[config.mk]
export PLATFORM = sky130hd
export DESIGN_NAME = tmc_timer
export DESIGN_NICKNAME = d
export VERILOG_FILES = /design/src/core/tmc_pkg.sv /design/src/core/tmc_prescaler.sv /design/src/core/tmc_timer.sv
export VERILOG_INCLUDE_DIRS = /design/src /design/src/core
export SDC_FILE = /design/constraint.sdc
export NUM_CORES = 1
export LEC_CHECK = 0
export ABC_AREA = 0
export BUFFER_PORTS_ARGS = -buffer_cell sky130_fd_sc_hd__buf_4
export CAP_MARGIN = 0
export CORE_MARGIN = 2
export CORE_UTILIZATION = 45
export CTS_BUF_LIST = sky130_fd_sc_hd__clkbuf_4 sky130_fd_sc_hd__clkbuf_8 sky130_fd_sc_hd__clkbuf_16
export CTS_CLUSTER_SIZE = 16
export DETAILED_ROUTE_END_ITERATION = 10
export PLACE_DENSITY = 0.76
export SKIP_LAST_GASP = 1
export SYNTH_ARGS = -nofsm -noshare
export SYNTH_HDL_FRONTEND = slang
export SYNTH_SLANG_ARGS = --single-unit
[constraint.sdc]
create_clock -name clk_i -period 3.1 [get_ports clk_i]
set_input_delay 0.31 -clock clk_i [delete_from_list [all_inputs] [get_ports clk_i]]
set_output_delay 0.31 -clock clk_i [all_outputs]
set_load 0.03 [all_outputs]
[src/core/tmc_defines.svh]
// Register offsets, field positions, reset values and timing counts of the timer
// Notes on behaviour
// - Source select clear: count every instruction cycle
// - Count write inhibits counting two cycles
// - Source select set: count external pin edges
// - Edge select clear rising, set falling
// - External input synchronized before use, delayed
// - Eight-bit prescaler, not software accessible
// - Assigned prescaler divides 1:2 to 1:256
// - Count write clears prescaler when assigned, keeps assignment
// - Prescaler assignment changeable while running
// - Overflow flag on FFh or FFFFh wrap
// - Interrupt request only while enable set
// - Overflow interrupt never wakes from sleep
// - Low byte read in 16-bit mode copies high byte
// - Live high byte only reached via buffer
// - Low byte write loads buffered high byte
// - Timer-on bit starts and stops counting
// - Width select set 8-bit, clear 16-bit
// - Ratio field 000 1:2 doubling to 1:256
// - Bypass bit set skips prescaler
`ifndef TMC_DEFINES_SVH
`define TMC_DEFINES_SVH
// =====================================================================
// Register offsets (byte addresses)
`define TMC_OFF_COUNT_LOW 4'h0
`define TMC_OFF_COUNT_HIGH 4'h4
`define TMC_OFF_INT_CTRL 4'h8
`define TMC_OFF_TIMER_CTRL 4'hC
// =====================================================================
// Field positions
`define TMC_TC_ON 7
`define TMC_TC_WIDTH 6
`define TMC_TC_SRC 5
`define TMC_TC_EDGE 4
`define TMC_TC_BYPASS 3
`define TMC_IC_ENABLE 5
`define TMC_IC_FLAG 2
// =====================================================================
// Reset values and timing
`define TMC_RST_TIMER_CTRL 8'hFF
`define TMC_RST_HIGH_BUF 8'h00
`define TMC_RST_INT_CTRL 8'h00
`define TMC_INHIBIT_CYCLES 2'h2
`endif

[src/core/tmc_pkg.sv]
// Types shared by the timer files
package tmc_pkg;
  typedef struct packed {
    logic on;
    logic width8;
    logic src_ext;
    logic edge_fall;
    logic bypass;
    logic [2:0] ratio;
  } tmc_ctrl_t;
  typedef struct packed {
    logic [3:0] adr;
    logic we;
    logic [7:0] dat;
  } tmc_req_t;
endpackage

[src/core/tmc_prescaler.sv]
// Eight-bit prescaler that divides count ticks by 2 to 256
`timescale 1ns/1ps
module tmc_prescaler #(
  parameter int WIDTH = 8
) (
  input wire logic clk_i,
  input wire logic rst_i,
  input wire logic ce_i,
  input wire logic clear_i,
  input wire logic tick_i,
  input wire logic [2:0] ratio_i,
  output logic tick_o
);
  logic [WIDTH-1:0] cnt_q;
  logic [WIDTH-1:0] cnt_d;
  logic [WIDTH-1:0] mask;
  // Ratio 000 gives 1:2, each step doubles
  assign mask = WIDTH'((9'h002 << ratio_i) - 9'h001);
  assign cnt_d = cnt_q + WIDTH'(1);
  assign tick_o = tick_i && ((cnt_q & mask) == mask);
  // Internal only: no software port reaches cnt_q
  always_ff @(posedge clk_i) begin
    if (rst_i) begin
      cnt_q <= '0;
    end else if (ce_i) begin
      if (clear_i) begin
        cnt_q <= '0;
      end else if (tick_i) begin
        cnt_q <= cnt_d;
      end
    end
  end
endmodule // tmc_prescaler

[src/core/tmc_timer.sv]
// Eight/sixteen-bit timer-counter with prescaler and Wishbone register slave
//
// Chosen here: the register addresses and the Wishbone register port.
`timescale 1ns/1ps
`include "tmc_defines.svh"
module tmc_timer (
  input wire logic clk_i,
  input wire logic rst_i,
  input wire logic ce_i,
  input wire logic wb_cyc_i,
  input wire logic wb_stb_i,
  input wire logic wb_we_i,
  input wire logic [3:0] wb_adr_i,
  input wire logic [3:0] wb_sel_i,
  input wire logic [31:0] wb_dat_i,
  output logic [31:0] wb_dat_o,
  output logic wb_ack_o,
  input wire logic ext_count_i,
  input wire logic sleep_i,
  output logic irq_o,
  output tmc_pkg::tmc_ctrl_t ctrl_o
);
  import tmc_pkg::*;
  // =====================================================================
  // Bus decode
  logic ack_q;
  logic [31:0] rdat_q;
  logic acc;
  logic wr_lane0;
  logic rd;
  logic wr_low;
  logic wr_high;
  logic wr_ic;
  logic wr_tc;
  logic rd_low;
  tmc_req_t req;
  assign req = '{adr: wb_adr_i, we: wb_we_i, dat: wb_dat_i[7:0]};
  // One wait state per access; ack falls the cycle after it rises
  assign acc = wb_cyc_i && wb_stb_i && !ack_q && ce_i;
  assign wr_lane0 = acc && req.we && wb_sel_i[0];
  assign rd = acc && !req.we;
  assign wr_low = wr_lane0 && (req.adr == `TMC_OFF_COUNT_LOW);
  assign wr_high = wr_lane0 && (req.adr == `TMC_OFF_COUNT_HIGH);
  assign wr_ic = wr_lane0 && (req.adr == `TMC_OFF_INT_CTRL);
  assign wr_tc = wr_lane0 && (req.adr == `TMC_OFF_TIMER_CTRL);
  assign rd_low = rd && (req.adr == `TMC_OFF_COUNT_LOW);
  // =====================================================================
  // Registers
  tmc_ctrl_t ctrl_q;
  logic [7:0] low_q;
  logic [7:0] high_q;
  logic [7:0] hbuf_q;
  logic [7:0] ic_q;
  logic flag_q;
  logic [1:0] inhibit_q;
  logic [7:0] ic_rd;
  assign ctrl_o = ctrl_q;
  assign ic_rd = {ic_q[7:3], flag_q, ic_q[1:0]};
  // =====================================================================
  // External input path
  logic sync1_q;
  logic sync2_q;
  logic last_q;
  logic ext_edge;
  // Second stage feeds the detector; first stage read by nothing else
  always_ff @(posedge clk_i) begin
    if (rst_i) begin
      sync1_q <= 1'b0;
      sync2_q <= 1'b0;
      last_q <= 1'b0;
    end else if (ce_i) begin
      sync1_q <= ext_count_i;
      sync2_q <= sync1_q;
      last_q <= sync2_q;
    end
  end
  assign ext_edge = ctrl_q.edge_fall ? (last_q && !sync2_q) : (!last_q && sync2_q);
  // =====================================================================
  // Tick generation
  logic raw_tick;
  logic pre_tick;
  logic tick;
  logic low_wrap;
  logic full_wrap;
  logic [7:0] low_inc;
  logic [7:0] high_inc;
  assign raw_tick = ctrl_q.src_ext ? ext_edge : 1'b1;
  tmc_prescaler #(.WIDTH(8)) u_pre (
    .clk_i(clk_i),
    .rst_i(rst_i),
    .ce_i(ce_i),
    .clear_i(wr_low && !ctrl_q.bypass),
    .tick_i(raw_tick && ctrl_q.on),
    .ratio_i(ctrl_q.ratio),
    .tick_o(pre_tick)
  );
  // Bypass read live each cycle, so reassignment works while running
  assign tick = ctrl_q.on && (inhibit_q == 2'h0) &&
    (ctrl_q.bypass ? raw_tick : pre_tick);
  assign low_inc = low_q + 8'h01;
  assign high_inc = high_q + 8'h01;
  assign low_wrap = tick && (low_q == 8'hFF);
  assign full_wrap = low_wrap && (ctrl_q.width8 || (high_q == 8'hFF));
  // =====================================================================
  // Count state
  always_ff @(posedge clk_i) begin
    if (rst_i) begin
      low_q <= 8'h00;
      high_q <= 8'h00;
      inhibit_q <= 2'h0;
    end else if (ce_i) begin
      if (wr_low) begin
        low_q <= req.dat;
        high_q <= hbuf_q;
        inhibit_q <= `TMC_INHIBIT_CYCLES;
      end else begin
        if (inhibit_q != 2'h0) begin
          inhibit_q <= inhibit_q - 2'h1;
        end
        if (tick) begin
          low_q <= low_inc;
        end
        if (low_wrap && !ctrl_q.width8) begin
          high_q <= high_inc;
        end
      end
    end
  end
  // =====================================================================
  // Control, buffer and flag
  always_ff @(posedge clk_i) begin
    if (rst_i) begin
      ctrl_q <= `TMC_RST_TIMER_CTRL;
      hbuf_q <= `TMC_RST_HIGH_BUF;
      ic_q <= `TMC_RST_INT_CTRL;
      flag_q <= 1'b0;
    end else if (ce_i) begin
      if (wr_tc) begin
        ctrl_q <= req.dat;
      end
      if (wr_high) begin
        hbuf_q <= req.dat;
      end else if (rd_low && !ctrl_q.width8) begin
        hbuf_q <= high_q;
      end
      if (wr_ic) begin
        ic_q <= req.dat;
      end
      // Set wins over a software clear in the same cycle
      if (full_wrap) begin
        flag_q <= 1'b1;
      end else if (wr_ic) begin
        flag_q <= req.dat[`TMC_IC_FLAG];
      end
    end
  end
  // Sleep blocks the request so it can never act as a wake source
  assign irq_o = flag_q && ic_q[`TMC_IC_ENABLE] && !sleep_i;
  // =====================================================================
  // Read data and acknowledge
  logic [7:0] rsel;
  assign rsel = (req.adr == `TMC_OFF_COUNT_LOW) ? low_q :
    (req.adr == `TMC_OFF_COUNT_HIGH) ? hbuf_q :
    (req.adr == `TMC_OFF_INT_CTRL) ? ic_rd :
    (req.adr == `TMC_OFF_TIMER_CTRL) ? ctrl_q : 8'h00;
  always_ff @(posedge clk_i) begin
    if (rst_i) begin
      ack_q <= 1'b0;
      rdat_q <= 32'h0000_0000;
    end else if (ce_i) begin
      ack_q <= acc;
      if (rd) begin
        rdat_q <= {24'h00_0000, rsel};
      end
    end
  end
  assign wb_ack_o = ack_q;
  assign wb_dat_o = rdat_q;
endmodule // tmc_timer

# After elaboration in Yosys (flattened, before gate mapping)
# Cells that the tools add are included.
[word_totals]
in_bits = 48
reg_bits = 63
elab_cells = 100
out_inout_bits = 42
[classes]
eq_ne = 6
n_reduce_logical = 50
addsub = 5
muxes = 19
n_shift = 1
bitwise_logic = 1
[op_table]
columns = ["operator", "count"]
rows = [
  ["$mux W8", 12],
  ["$add A8 B1 Y8 const B", 3],
  ["$logic_and A1 B1 Y1", 24],
  ["$reduce_and A2 Y1", 9],
  ["$eq A8 B8 Y1 const B", 2],
  ["$reduce_bool A2 Y1", 7],
  ["$and A8 B8 Y8", 1],
  ["$eq A4 B4 Y1 const B", 2],
  ["$eq A8 B8 Y1", 1],
  ["$shl A2 B3 Y8 const A", 1],
  ["$sub A8 B1 Y8 const B", 1],
  ["$logic_not A1 Y1", 7],
  ["$mux W1", 5],
  ["$eq A4 B3 Y1 const B", 1],
  ["$logic_not A4 Y1", 1],
  ["$mux W2", 2],
  ["$logic_not A2 Y1", 1],
  ["$sub A2 B1 Y2 const B", 1],
  ["$logic_or A1 B1 Y1", 1],
]

# Depth between registers and ports, before layout
# Gate-level depths: netlist (run 1).
[depth]
depth_word = 12
depth_mapped = 9
depth_no_buf = 8

# Modules after synthesis
# A second synthesis (run 1) with hierarchy kept.
[unflattened]
hier_cells = 395
hier_area_um2 = 3499.6
[by_module_without_submodules]
columns = ["mod", "area_per_inst_um2", "n_inst", "seq_area_each_um2", "cells_per_inst"]
rows = [
  ["tmc_timer", 2965.3, 1, 1081.0, 326],
  ["tmc_prescaler", 534.3, 1, 160.2, 69],
]

# Worst setup path after synthesis (run 1)
# Ideal clock, no wire load.
[synth_timing]
kind = "register to register"
start = "reg ctrl_q (netlist bit ctrl_o[4])"
end = "reg high_q[4]"
arrival_ps = 2024
required_ps = 2978
path_buffers = 1
path_stages_with_launch = 8
setup_ps = 122
period_less_slack_ps = 2146
path_slack_ps = 954
cell_sequence = "dfxtp_1 > or3b_1 > a31oi_1 > nand4_1 > or4_1 > clkbuf_1 > o211ai_1 > o21ai_1"
[synth_via]
elab_chain_len = 10
[synth_lines]
columns = ["element", "line_no", "rtl"]
rows = [
  ["start, declared", "tmc_timer.sv:49", "tmc_ctrl_t ctrl_q;"],
  ["start signal, assigned", "tmc_timer.sv:133", "ctrl_q <= `TMC_RST_TIMER_CTRL;"],
  ["start signal, assigned", "tmc_timer.sv:139", "ctrl_q <= req.dat;"],
  ["$mux W1 (*)", "tmc_timer.sv:77", "assign ext_edge = ctrl_q.edge_fall ? (last_q && !sync2_q) : (!last_q && sync2_q);"],
  ["$mux W1 (*)", "tmc_timer.sv:87", "assign raw_tick = ctrl_q.src_ext ? ext_edge : 1'b1;"],
  ["$logic_and A1 B1 Y1", "tmc_timer.sv:93", ".tick_i(raw_tick && ctrl_q.on),"],
  ["$logic_and A1 B1 Y1", "tmc_prescaler.sv:20", "assign tick_o = tick_i && ((cnt_q & mask) == mask);"],
  ["$mux W1 (*)", "tmc_timer.sv:99", "(ctrl_q.bypass ? raw_tick : pre_tick);"],
  ["$logic_and A1 B1 Y1 (*)", "tmc_timer.sv:98", "assign tick = ctrl_q.on && (inhibit_q == 2'h0) &&"],
  ["$logic_and A1 B1 Y1 (*)", "tmc_timer.sv:102", "assign low_wrap = tick && (low_q == 8'hFF);"],
  ["$logic_and A1 B1 Y1 (*)", "tmc_timer.sv:123", "if (low_wrap && !ctrl_q.width8) begin"],
  ["$reduce_bool A2 Y1 (no line) (*)", "--", ""],
  ["$reduce_and A2 Y1 (no line) (*)", "--", ""],
  ["end signal, assigned", "tmc_timer.sv:114", "high_q <= hbuf_q;"],
  ["end signal, assigned", "tmc_timer.sv:124", "high_q <= high_inc;"],
  ["end, declared", "tmc_timer.sv:51", "logic [7:0] high_q;"],
]
# Every way passes the cells marked *; elsewhere a longest branch is shown, timed or not.
# A chain may end at the register's enable or synchronous reset.

# Worst setup path in the final report (run 1)
[layout_timing]
start = "reg ctrl_q (netlist bit ctrl_o[4])"
end = "reg high_q[7]"
# Same word-level chain as after synthesis.

==> results.cfg, run 1 <==
[layout]
final_nets = 492
final_cell_mix = dfxtp_1 (62), buf_4 (46), nand2_1 (43), nor2_1 (41), mux2i_1 (26)
drive_above_1_share = 0.164
antenna_cells = 0
area_growth_pct = 14.9
final_common_cell = dfxtp_1
final_cells = 544

[setup_path]
cp_cell_sequence = or3b_1, a31oi_1, nand4_1, or4_1, nor3_1, o22ai_1
regToRegEndpoint = high_q[7]
critPathTopFamily = simple AND/OR/NAND/NOR gates
cp.arrival_ps = 2730
worstSetupPathType = flip-flop to flip-flop
reg2reg_depth = 6
cp.buffers_inverters = 0
cp-end-kind = flip-flop
startpoint_type = flip-flop
slowest_stage = or4_1
slowest_delay_ps = 600
reg2reg_from = ctrl_o[4]
cp.depth = 6
crit_required_ps = 3330
ff2ff_setup_slack_ps = 600
path_max_fanout = 6

[clock_tree]
clockBufferDepth = 2
cts_tree = built
cts_resized = 0
post-cts-setup-buffers = 0
htree_levels = 3
cts_hold_buf = 0
numCtsBuffers = 9
cts_root_buf = clkbuf_8
cts.sinks = 62
clkSlewWorstSetupHoldPaths_ps = 70
insertion_delay_ps = 350

[synthesis]
synth_compound_area_frac = 0.199
ys.warnings.count = 0
synth.top_cells.by_area = dfxtp_1 (37%), mux2i_1 (7.8%), buf_4 (5.8%)
synth_top_family_by_area = simple AND/OR/NAND/NOR gates
ys_seq_area_frac = 0.371
syn_area_sq_um = 3340
synth_edf_count = 0
synth_simple_gate_area_frac = 0.232
syn-instance-count = 404
yosys.cell_types.count = 56
yosysTopAreaCell = dfxtp_1
synth_top_area_share = 0.371
synth-xor-area-share = 0.0157
synth-adder-area-share = 0.0150
avgSynthCellArea_sq_um = 8.27
ys_ff_latch = 62
yosys-mux-area-fraction = 0.0779
synth_async_sr_flop_share = 0
ys.flop_type = dfxtp_1

[floorplan]
initial_core_util = 0.463
fp.dieW_um = 90.2
core_sq_um = 7210
dieHeight_um = 90.2
ios = 90
rows = 31
dieArea_sq_um = 8130

[place]
io_buffers = 38
routabilityCongestion = 0.918
dp_hpwl_um = 6030
dp_cells = 528

[power]
irDropWorstVdd_mv = 0.216
p_leak_nw = 1.41
p_per_area_nw_per_um2 = 446

[global_routing]
grt_pass1_vias = 2761
gr-total-overflow = 0
grt_max_degree = 49
grt_pass1_wl_um = 14000
gr-usage-met3 = 0.0570
met1_usage = 0.275
grt_antenna_before_repair = 0
grt.total_usage = 0.214
grt_most_used_layer = met2
met2_usage = 0.351

[timing]
finClkSkew_ps = 5.19
fin_tns_setup_ps = 0
final.min_clock_period_ps = 2500
setup_viol = 0
hold_viol_final = 0
relSlewSlack = 0.560
fin_crit_sh = 0.807
worst_pin_slew_ps = 657
fin_hold_ws_ps = 207
grt_setup_unrepaired = false
fmax_mhz = 400
drv_slew = 0

[route]
antenna_left = 0
dr.first_iter.drc_count = 339
wl_per_cell_um = 16.0
vias_per_cell = 5.63
drt_pass1_iterations = 5
drc_errors = 0
vias = 3064
wirelength_um = 8680

[hold_path]
hold_path_startpoint = ext_count_i
worstHoldPathCells = 3
min_to = sync1_q
hp-class = input port to flip-flop

[outcome]
status = finished clean

[flow_run]
maxCapViolCount = 0
-- state kept, by name (all words and copies together), names as in the netlist --
| signal | count |
|---|---|
| hbuf_q | 8 |
| wb_ack_o | 1 |
| ctrl_o | 8 |
| last_q | 1 |
| wb_dat_o | 8 |
| ic_q | 7 |
| high_q | 8 |
| u_pre.cnt_q | 8 |
| inhibit_q | 2 |
| low_q | 8 |
| sync1_q | 1 |
| flag_q | 1 |
| sync2_q | 1 |
-- Yosys cell counts (5+ instances only) --
cell      count
o211ai_1      6
a311oi_1      8
a211oi_1      8
o21ai_1       6
o21ai_0      14
dfxtp_1      62
clkbuf_1     16
nand2b_1     14
xor2_1        5
nor3_1       15
nor2_1       41
a22o_1        8
nand3_1       7
mux2i_1      26
nand2_1      43
inv_1         8
a21oi_1      23
buf_4        26
-- cell families after synthesis --
logic type / Yosys count
AOI/OAI and AO/OA: 97
xor gates and xnor gates: 6
adders and majority gates: 4
buffers and inverters: 52
DFF: 62
muxes: 26
other: 1
and+or+nand+nor: 156
-- area by class of cell --
type                    instances  area [sq um]
clock buffers                  13           166
fillers                       663          3370
well taps                      99           124
clock inverters                 3          42.5
multi-input cells             313          1890
inverters                       8          30.0
flip-flops and latches         62          1240
repair buffers                 46           345
-- metal layers --
metal | share of wire | vias up
met5 | 0 | -
met4 | 0.017 | 0
met1 | 0.44 | 1432
met3 | 0.075 | 13
met2 | 0.47 | 147
li1 | - | 1472
-- tightest hold or removal path, cell delays in order --
cell,delay [ps]
buf_4,80
mux2i_1,50
nor2_1,80
-- worst max-delay path by stage --
stage	from	end	slack (ps)
finish	ctrl_o[4]	high_q[7]	600
global route	ctrl_o[4]	high_q[4]	550
CTS	ctrl_o[4]	high_q[7]	700
detailed placement	ctrl_o[4]	high_q[6]	720
global placement	ctrl_o[4]	high_q[4]	720
floorplan	ctrl_o[4]	high_q[4]	950
-- where the power goes --
| part | switching (mW) | internal [mW] |
|---|---|---|
| sequential | 0.00468 | 0.805 |
| combinational | 0.110 | 0.0458 |
| clock | 0.315 | 0.432 |
-- stage by stage --
step	setup slack, ps	cell area (sq um)	util	power, mW
floorplan	954	3430	-	0.950
global placement	720	3630	0.503	0.980
detailed placement	717	3630	0.503	0.983
CTS	702	3840	0.532	1.72
global route	550	3840	0.532	1.77
finish	597	3840	0.532	1.71
No activity file was read; power rests on OpenSTA's default activity.
==> run 2: changes to the inputs <==
--- a/config.mk
+++ b/config.mk
@@ -14,7 +14,7 @@
 export CTS_BUF_LIST = sky130_fd_sc_hd__clkbuf_4 sky130_fd_sc_hd__clkbuf_8 sky130_fd_sc_hd__clkbuf_16
 export CTS_CLUSTER_SIZE = 16
 export DETAILED_ROUTE_END_ITERATION = 10
-export PLACE_DENSITY = 0.76
+export PLACE_DENSITY = 0.79
 export SKIP_LAST_GASP = 1
 export SYNTH_ARGS = -nofsm -noshare
 export SYNTH_HDL_FRONTEND = slang
==> constraint.sdc (replaced) <==
create_clock -name clk_i -period 2.25 [get_ports clk_i]
set_input_delay 0.225 -clock clk_i [delete_from_list [all_inputs] [get_ports clk_i]]
set_output_delay 0.225 -clock clk_i [all_outputs]
set_load 0.03 [all_outputs]
==> results.cfg, run 2 (synthesis gave the netlist of run 1 again) <==
[outcome]
status = finished clean

[timing]
setup_ws_ps = 7.93
drv_slew = 0
relSlewSlack = 0.616
fin_crit_sh = 0.996
fmax_mhz = 446
setup_viol = 0
worst_pin_slew_ps = 572
hold_viol_final = 0
finClkSkew_ps = 8.09
final.min_clock_period_ps = 2240

[route]
drt_pass1_iterations = 5
drc_errors = 0
wirelength_um = 8620
vias = 3166
wl_per_cell_um = 15.5
dr.first_iter.drc_count = 203
vias_per_cell = 5.70
antenna_left = 0

[flow_run]
maxCapViolCount = 0

[global_routing]
gr-total-overflow = 0
grt_antenna_before_repair = 0
met2_usage = 0.338
grt_most_used_layer = met2
grt_max_degree = 49
met1_usage = 0.255
grt_pass1_wl_um = 13800
grt_pass1_vias = 2906
grt.total_usage = 0.208
gr-usage-met3 = 0.0495

[layout]
final_common_cell = dfxtp_1
fillers = 664
final_cells = 555
final_nets = 504
ff_latch_area_sq_um = 1240
antenna_cells = 0
final_cell_mix = dfxtp_1 (62), buf_4 (58), nand2_1 (42), nor2_1 (41), mux2i_1 (26)
multi_input_area_sq_um = 1910
drive_above_1_share = 0.189
area_growth_pct = 18.1

[place]
pre_cts_ws_ps = 52.3
dp_hpwl_um = 6140
dp_cells = 540
routabilityCongestion = 0.863
io_buffers = 38

[setup_path]
reg2reg_from = sync2_q
ff2ff_setup_slack_ps = 8
cp-end-kind = flip-flop
slowest_stage = or3b_1
slowest_delay_ps = 390
worstSetupPathType = flip-flop to flip-flop
regToRegEndpoint = high_q[1]
path_max_fanout = 4
cp_cell_sequence = or3b_1, a31oi_1, buf_4, nand4_1, buf_4, o41ai_4, mux2i_1, nor2_1
crit_required_ps = 2470
startpoint_type = flip-flop
cp.arrival_ps = 2460
cp_common_cell = buf_4
reg2reg_depth = 8

[clock_tree]
cts_root_buf = clkbuf_8
htree_levels = 3
cts_tree = built
clockBufferDepth = 2
clkSlewWorstSetupHoldPaths_ps = 70
numCtsBuffers = 9
insertion_delay_ps = 350
cts.sinks = 62

[floorplan]
ios = 90
dieArea_sq_um = 8130
initial_core_util = 0.463
fp.dieW_um = 90.2
core_sq_um = 7210
dieHeight_um = 90.2
rows = 31

[hold_path]
worstHoldPathCells = 3
hp-class = input port to flip-flop
hold_path_startpoint = ext_count_i
min_to = sync1_q

[power]
p_per_area_nw_per_um2 = 600
irDropWorstVdd_mv = 0.241
p_leak_nw = 1.49
-- run 2: power breakdown --
group | internal [mW] | switching (mW) | total [mW]
combinational | 0.0644 | 0.154 | 0.219
clock | 0.594 | 0.440 | 1.03
sequential | 1.11 | 0.00586 | 1.12
total | 1.77 | 0.600 | 2.37
-- run 2: metrics by stage --
stage	power (mW)	utilization	area, sq um	hold WS [ps]	TNS, ps
final	2.37	0.547	3950	123	0
after global placement	1.35	0.516	3720	461	0
after CTS	2.37	0.545	3930	125	0
after floorplan	1.31	-	3430	343	0
after detailed placement	1.36	0.516	3720	472	0
after global routing	2.44	0.547	3950	128	-167
-- run 2: final cells by class --
cell class	instances	share of cell area
multi-input cells	313	0.484
inverters	8	0.00761
well taps	99	0.0314
flip-flops and latches	62	0.314
clock inverters	3	0.0108
repair buffers	58	0.110
clock buffers	12	0.0418
-- run 2: what timing repair did --
| action | 4_1_cts | 5_1_grt |
|---|---|---|
| hold buffers | 0 | 0 |
| setup buffers | 0 | 0 |
| endpoints found under the hold margin | 0 | 0 |
| setup endpoints to repair | 0 | 7 |
| gates resized for setup | 0 | 3 |
-- run 2: per-layer routing --
| layer | up-vias | wire length, um |
|---|---|---|
| met3 | 17 | 624 |
| li1 | 1503 | - |
| met5 | - | 0 |
| met2 | 148 | 4140 |
| met1 | 1498 | 3600 |
| met4 | 0 | 250 |
-- run 2: critical path: cells and delay by family, from the launching register on --
kind / cells / cell delay (ps)
AO/OA/AOI/OAI: 2 / 550
buffers and inverters: 2 / 360
flip-flops: 1 / 360
multiplexers: 1 / 260
AND/OR/NAND/NOR: 3 / 590
-- run 2: how the worst max path moves through the flow --
stage                endpoint  slack [ps]  cells after the start      startpoint
floorplan           high_q[4]         100                      7       ctrl_o[4]
detailed placement  high_q[6]          50                      8         sync2_q
CTS                 high_q[6]          20                      8         sync2_q
global route        high_q[1]         -40                      8         sync2_q
finish              high_q[1]           8                      8         sync2_q
global placement    high_q[4]         100                      6  u_pre.cnt_q[4]
==> run 3: changes to the inputs <==
--- a/config.mk
+++ b/config.mk
@@ -14,6 +14,7 @@
 export CTS_BUF_LIST = sky130_fd_sc_hd__clkbuf_4 sky130_fd_sc_hd__clkbuf_8 sky130_fd_sc_hd__clkbuf_16
 export CTS_CLUSTER_SIZE = 16
 export DETAILED_ROUTE_END_ITERATION = 10
+export GPL_ROUTABILITY_DRIVEN = 0
 export PLACE_DENSITY = 0.79
 export SKIP_LAST_GASP = 1
 export SYNTH_ARGS = -nofsm -noshare
==> constraint.sdc (replaced) <==
create_clock -name clk_i -period 1.9 [get_ports clk_i]
set_input_delay 0.19 -clock clk_i [delete_from_list [all_inputs] [get_ports clk_i]]
set_output_delay 0.19 -clock clk_i [all_outputs]
set_load 0.03 [all_outputs]
==> results.cfg, run 3 (synthesis gave the netlist of run 1 again) <==
[timing]
relSlewSlack = 0.671
hold_viol_final = 0
final.min_clock_period_ps = 2120
grt_setup_unrepaired = true
finClkSkew_ps = 6.15
fmax_mhz = 472
setup_viol = 12
worst_pin_slew_ps = 488
drv_slew = 0
setup_ws_ps = -219
fin_crit_sh = 1.12
fin_hold_ws_ps = 98.6

[flow_run]
maxCapViolCount = 0

[layout]
fillers = 632
antenna_cells = 0
final_nets = 539
final_common_cell = buf_4
multi_input_area_sq_um = 1960
ff_latch_area_sq_um = 1250
drive_above_1_share = 0.276
area_growth_pct = 28.8
fin_util = 0.596
postLayoutCellArea_sq_um = 4300
final_cell_mix = buf_4 (90), dfxtp_1 (55), nand2_1 (42), nor2_1 (41), mux2i_1 (26)

[setup_path]
cp_cell_sequence = nor3b_2, a31oi_1, o41a_1, or4_4, o211ai_1, o21ai_1
cp-end-kind = flip-flop
ff2ff_setup_slack_ps = -220
path_max_fanout = 6
reg2reg_from = ctrl_o[0]
cp.buffers_inverters = 0
startpoint_type = flip-flop
cp.arrival_ps = 2340
crit_path_start = ctrl_o[0]
crit_required_ps = 2120
slowest_stage = or4_4
worstSetupPathType = flip-flop to flip-flop
critPathTopFamily = compound AO/OA/AOI/OAI gates
slowest_delay_ps = 560

[global_routing]
gr-total-overflow = 0
grt_antenna_before_repair = 0
grt_pass1_wl_um = 15500
grt_pass1_vias = 3227
grt.total_usage = 0.239
grt_max_degree = 29

[route]
wl_per_cell_um = 16.3
antenna_left = 0
wirelength_um = 9620
dr.first_iter.drc_count = 244
drc_errors = 0
vias = 3313
vias_per_cell = 5.61
drt_pass1_iterations = 5

[floorplan]
dieHeight_um = 90.2
ios = 90
initial_core_util = 0.463
fp.dieW_um = 90.2
dieArea_sq_um = 8130
core_sq_um = 7210
rows = 31

[clock_tree]
numCtsBuffers = 9
insertion_delay_ps = 340
clkSlewWorstSetupHoldPaths_ps = 70
cts_root_buf = clkbuf_8
cts.sinks = 62
cts_tree = built
clockBufferDepth = 2
htree_levels = 3

[place]
place_area_sq_um = 3980
io_buffers = 38
dp_hpwl_um = 6820

[outcome]
violations = setup timing
status = finished, violations left

[hold_path]
hold_path_startpoint = ext_count_i
hp-class = input port to flip-flop

[power]
irDropWorstVdd_mv = 0.430
p_per_area_nw_per_um2 = 677
p_leak_nw = 1.68
==> run 3: routing by layer <==
metal / track usage / wire, um / vias to the layer above
met1: 0.289 / 4000 / 1542
li1: - / - / 1580
met4: 0.113 / 388 / 0
met2: 0.395 / 4580 / 155
met3: 0.0662 / 652 / 36
met5: 0 / 0 / -
==> run 3: layout make-up <==
class                      count  area share
clock inverter                 4      0.0163
inverter                       8     0.00698
tap                           99      0.0288
multi-input combinational    314       0.457
sequential                    62       0.292
clock buffer                  12      0.0355
timing repair buffer          92       0.164
==> run 3: where the power goes <==
group | internal, mW | leakage, nW | switching, mW | total (mW)
Sequential | 1.31 | 0.501 | 0.00707 | 1.32
Clock | 0.800 | 0.117 | 0.508 | 1.31
Combinational | 0.0946 | 1.06 | 0.193 | 0.287
==> run 3: worst register-to-register path, cell delays in order (launching register included) <==
cell and delay (ps):
dfxtp_4 350, nor3b_2 170, a31oi_1 80, o41a_1 500
or4_4 560, o211ai_1 230, o21ai_1 100
==> run 3: worst paths after layout <==
kind / endpoint / depth (start not counted)
max: high_q[4] / 6
min reg2reg: inhibit_q[1] / 2
max reg2reg: high_q[4] / 6
min: sync1_q / 3
==> run 3: metrics by stage <==
step	power [mW]	worst slack, ps	TNS, ps	cells
2_1_floorplan	1.55	-160	-987	427
3_3_place_gp	1.62	-241	-1800	572
3_5_place_dp	1.63	-317	-2510	572
4_1_cts	2.92	-161	-1200	590
5_1_grt	3.02	-289	-3010	591
6_report	2.91	-219	-1370	591
==> run 3: what timing repair did <==
action	4_1_cts	5_1_grt
pin swaps	8	1
setup endpoints to repair	17	20
hold buffers	0	0
setup buffers	1	1
gates resized for setup	15	3
cloned	1	0
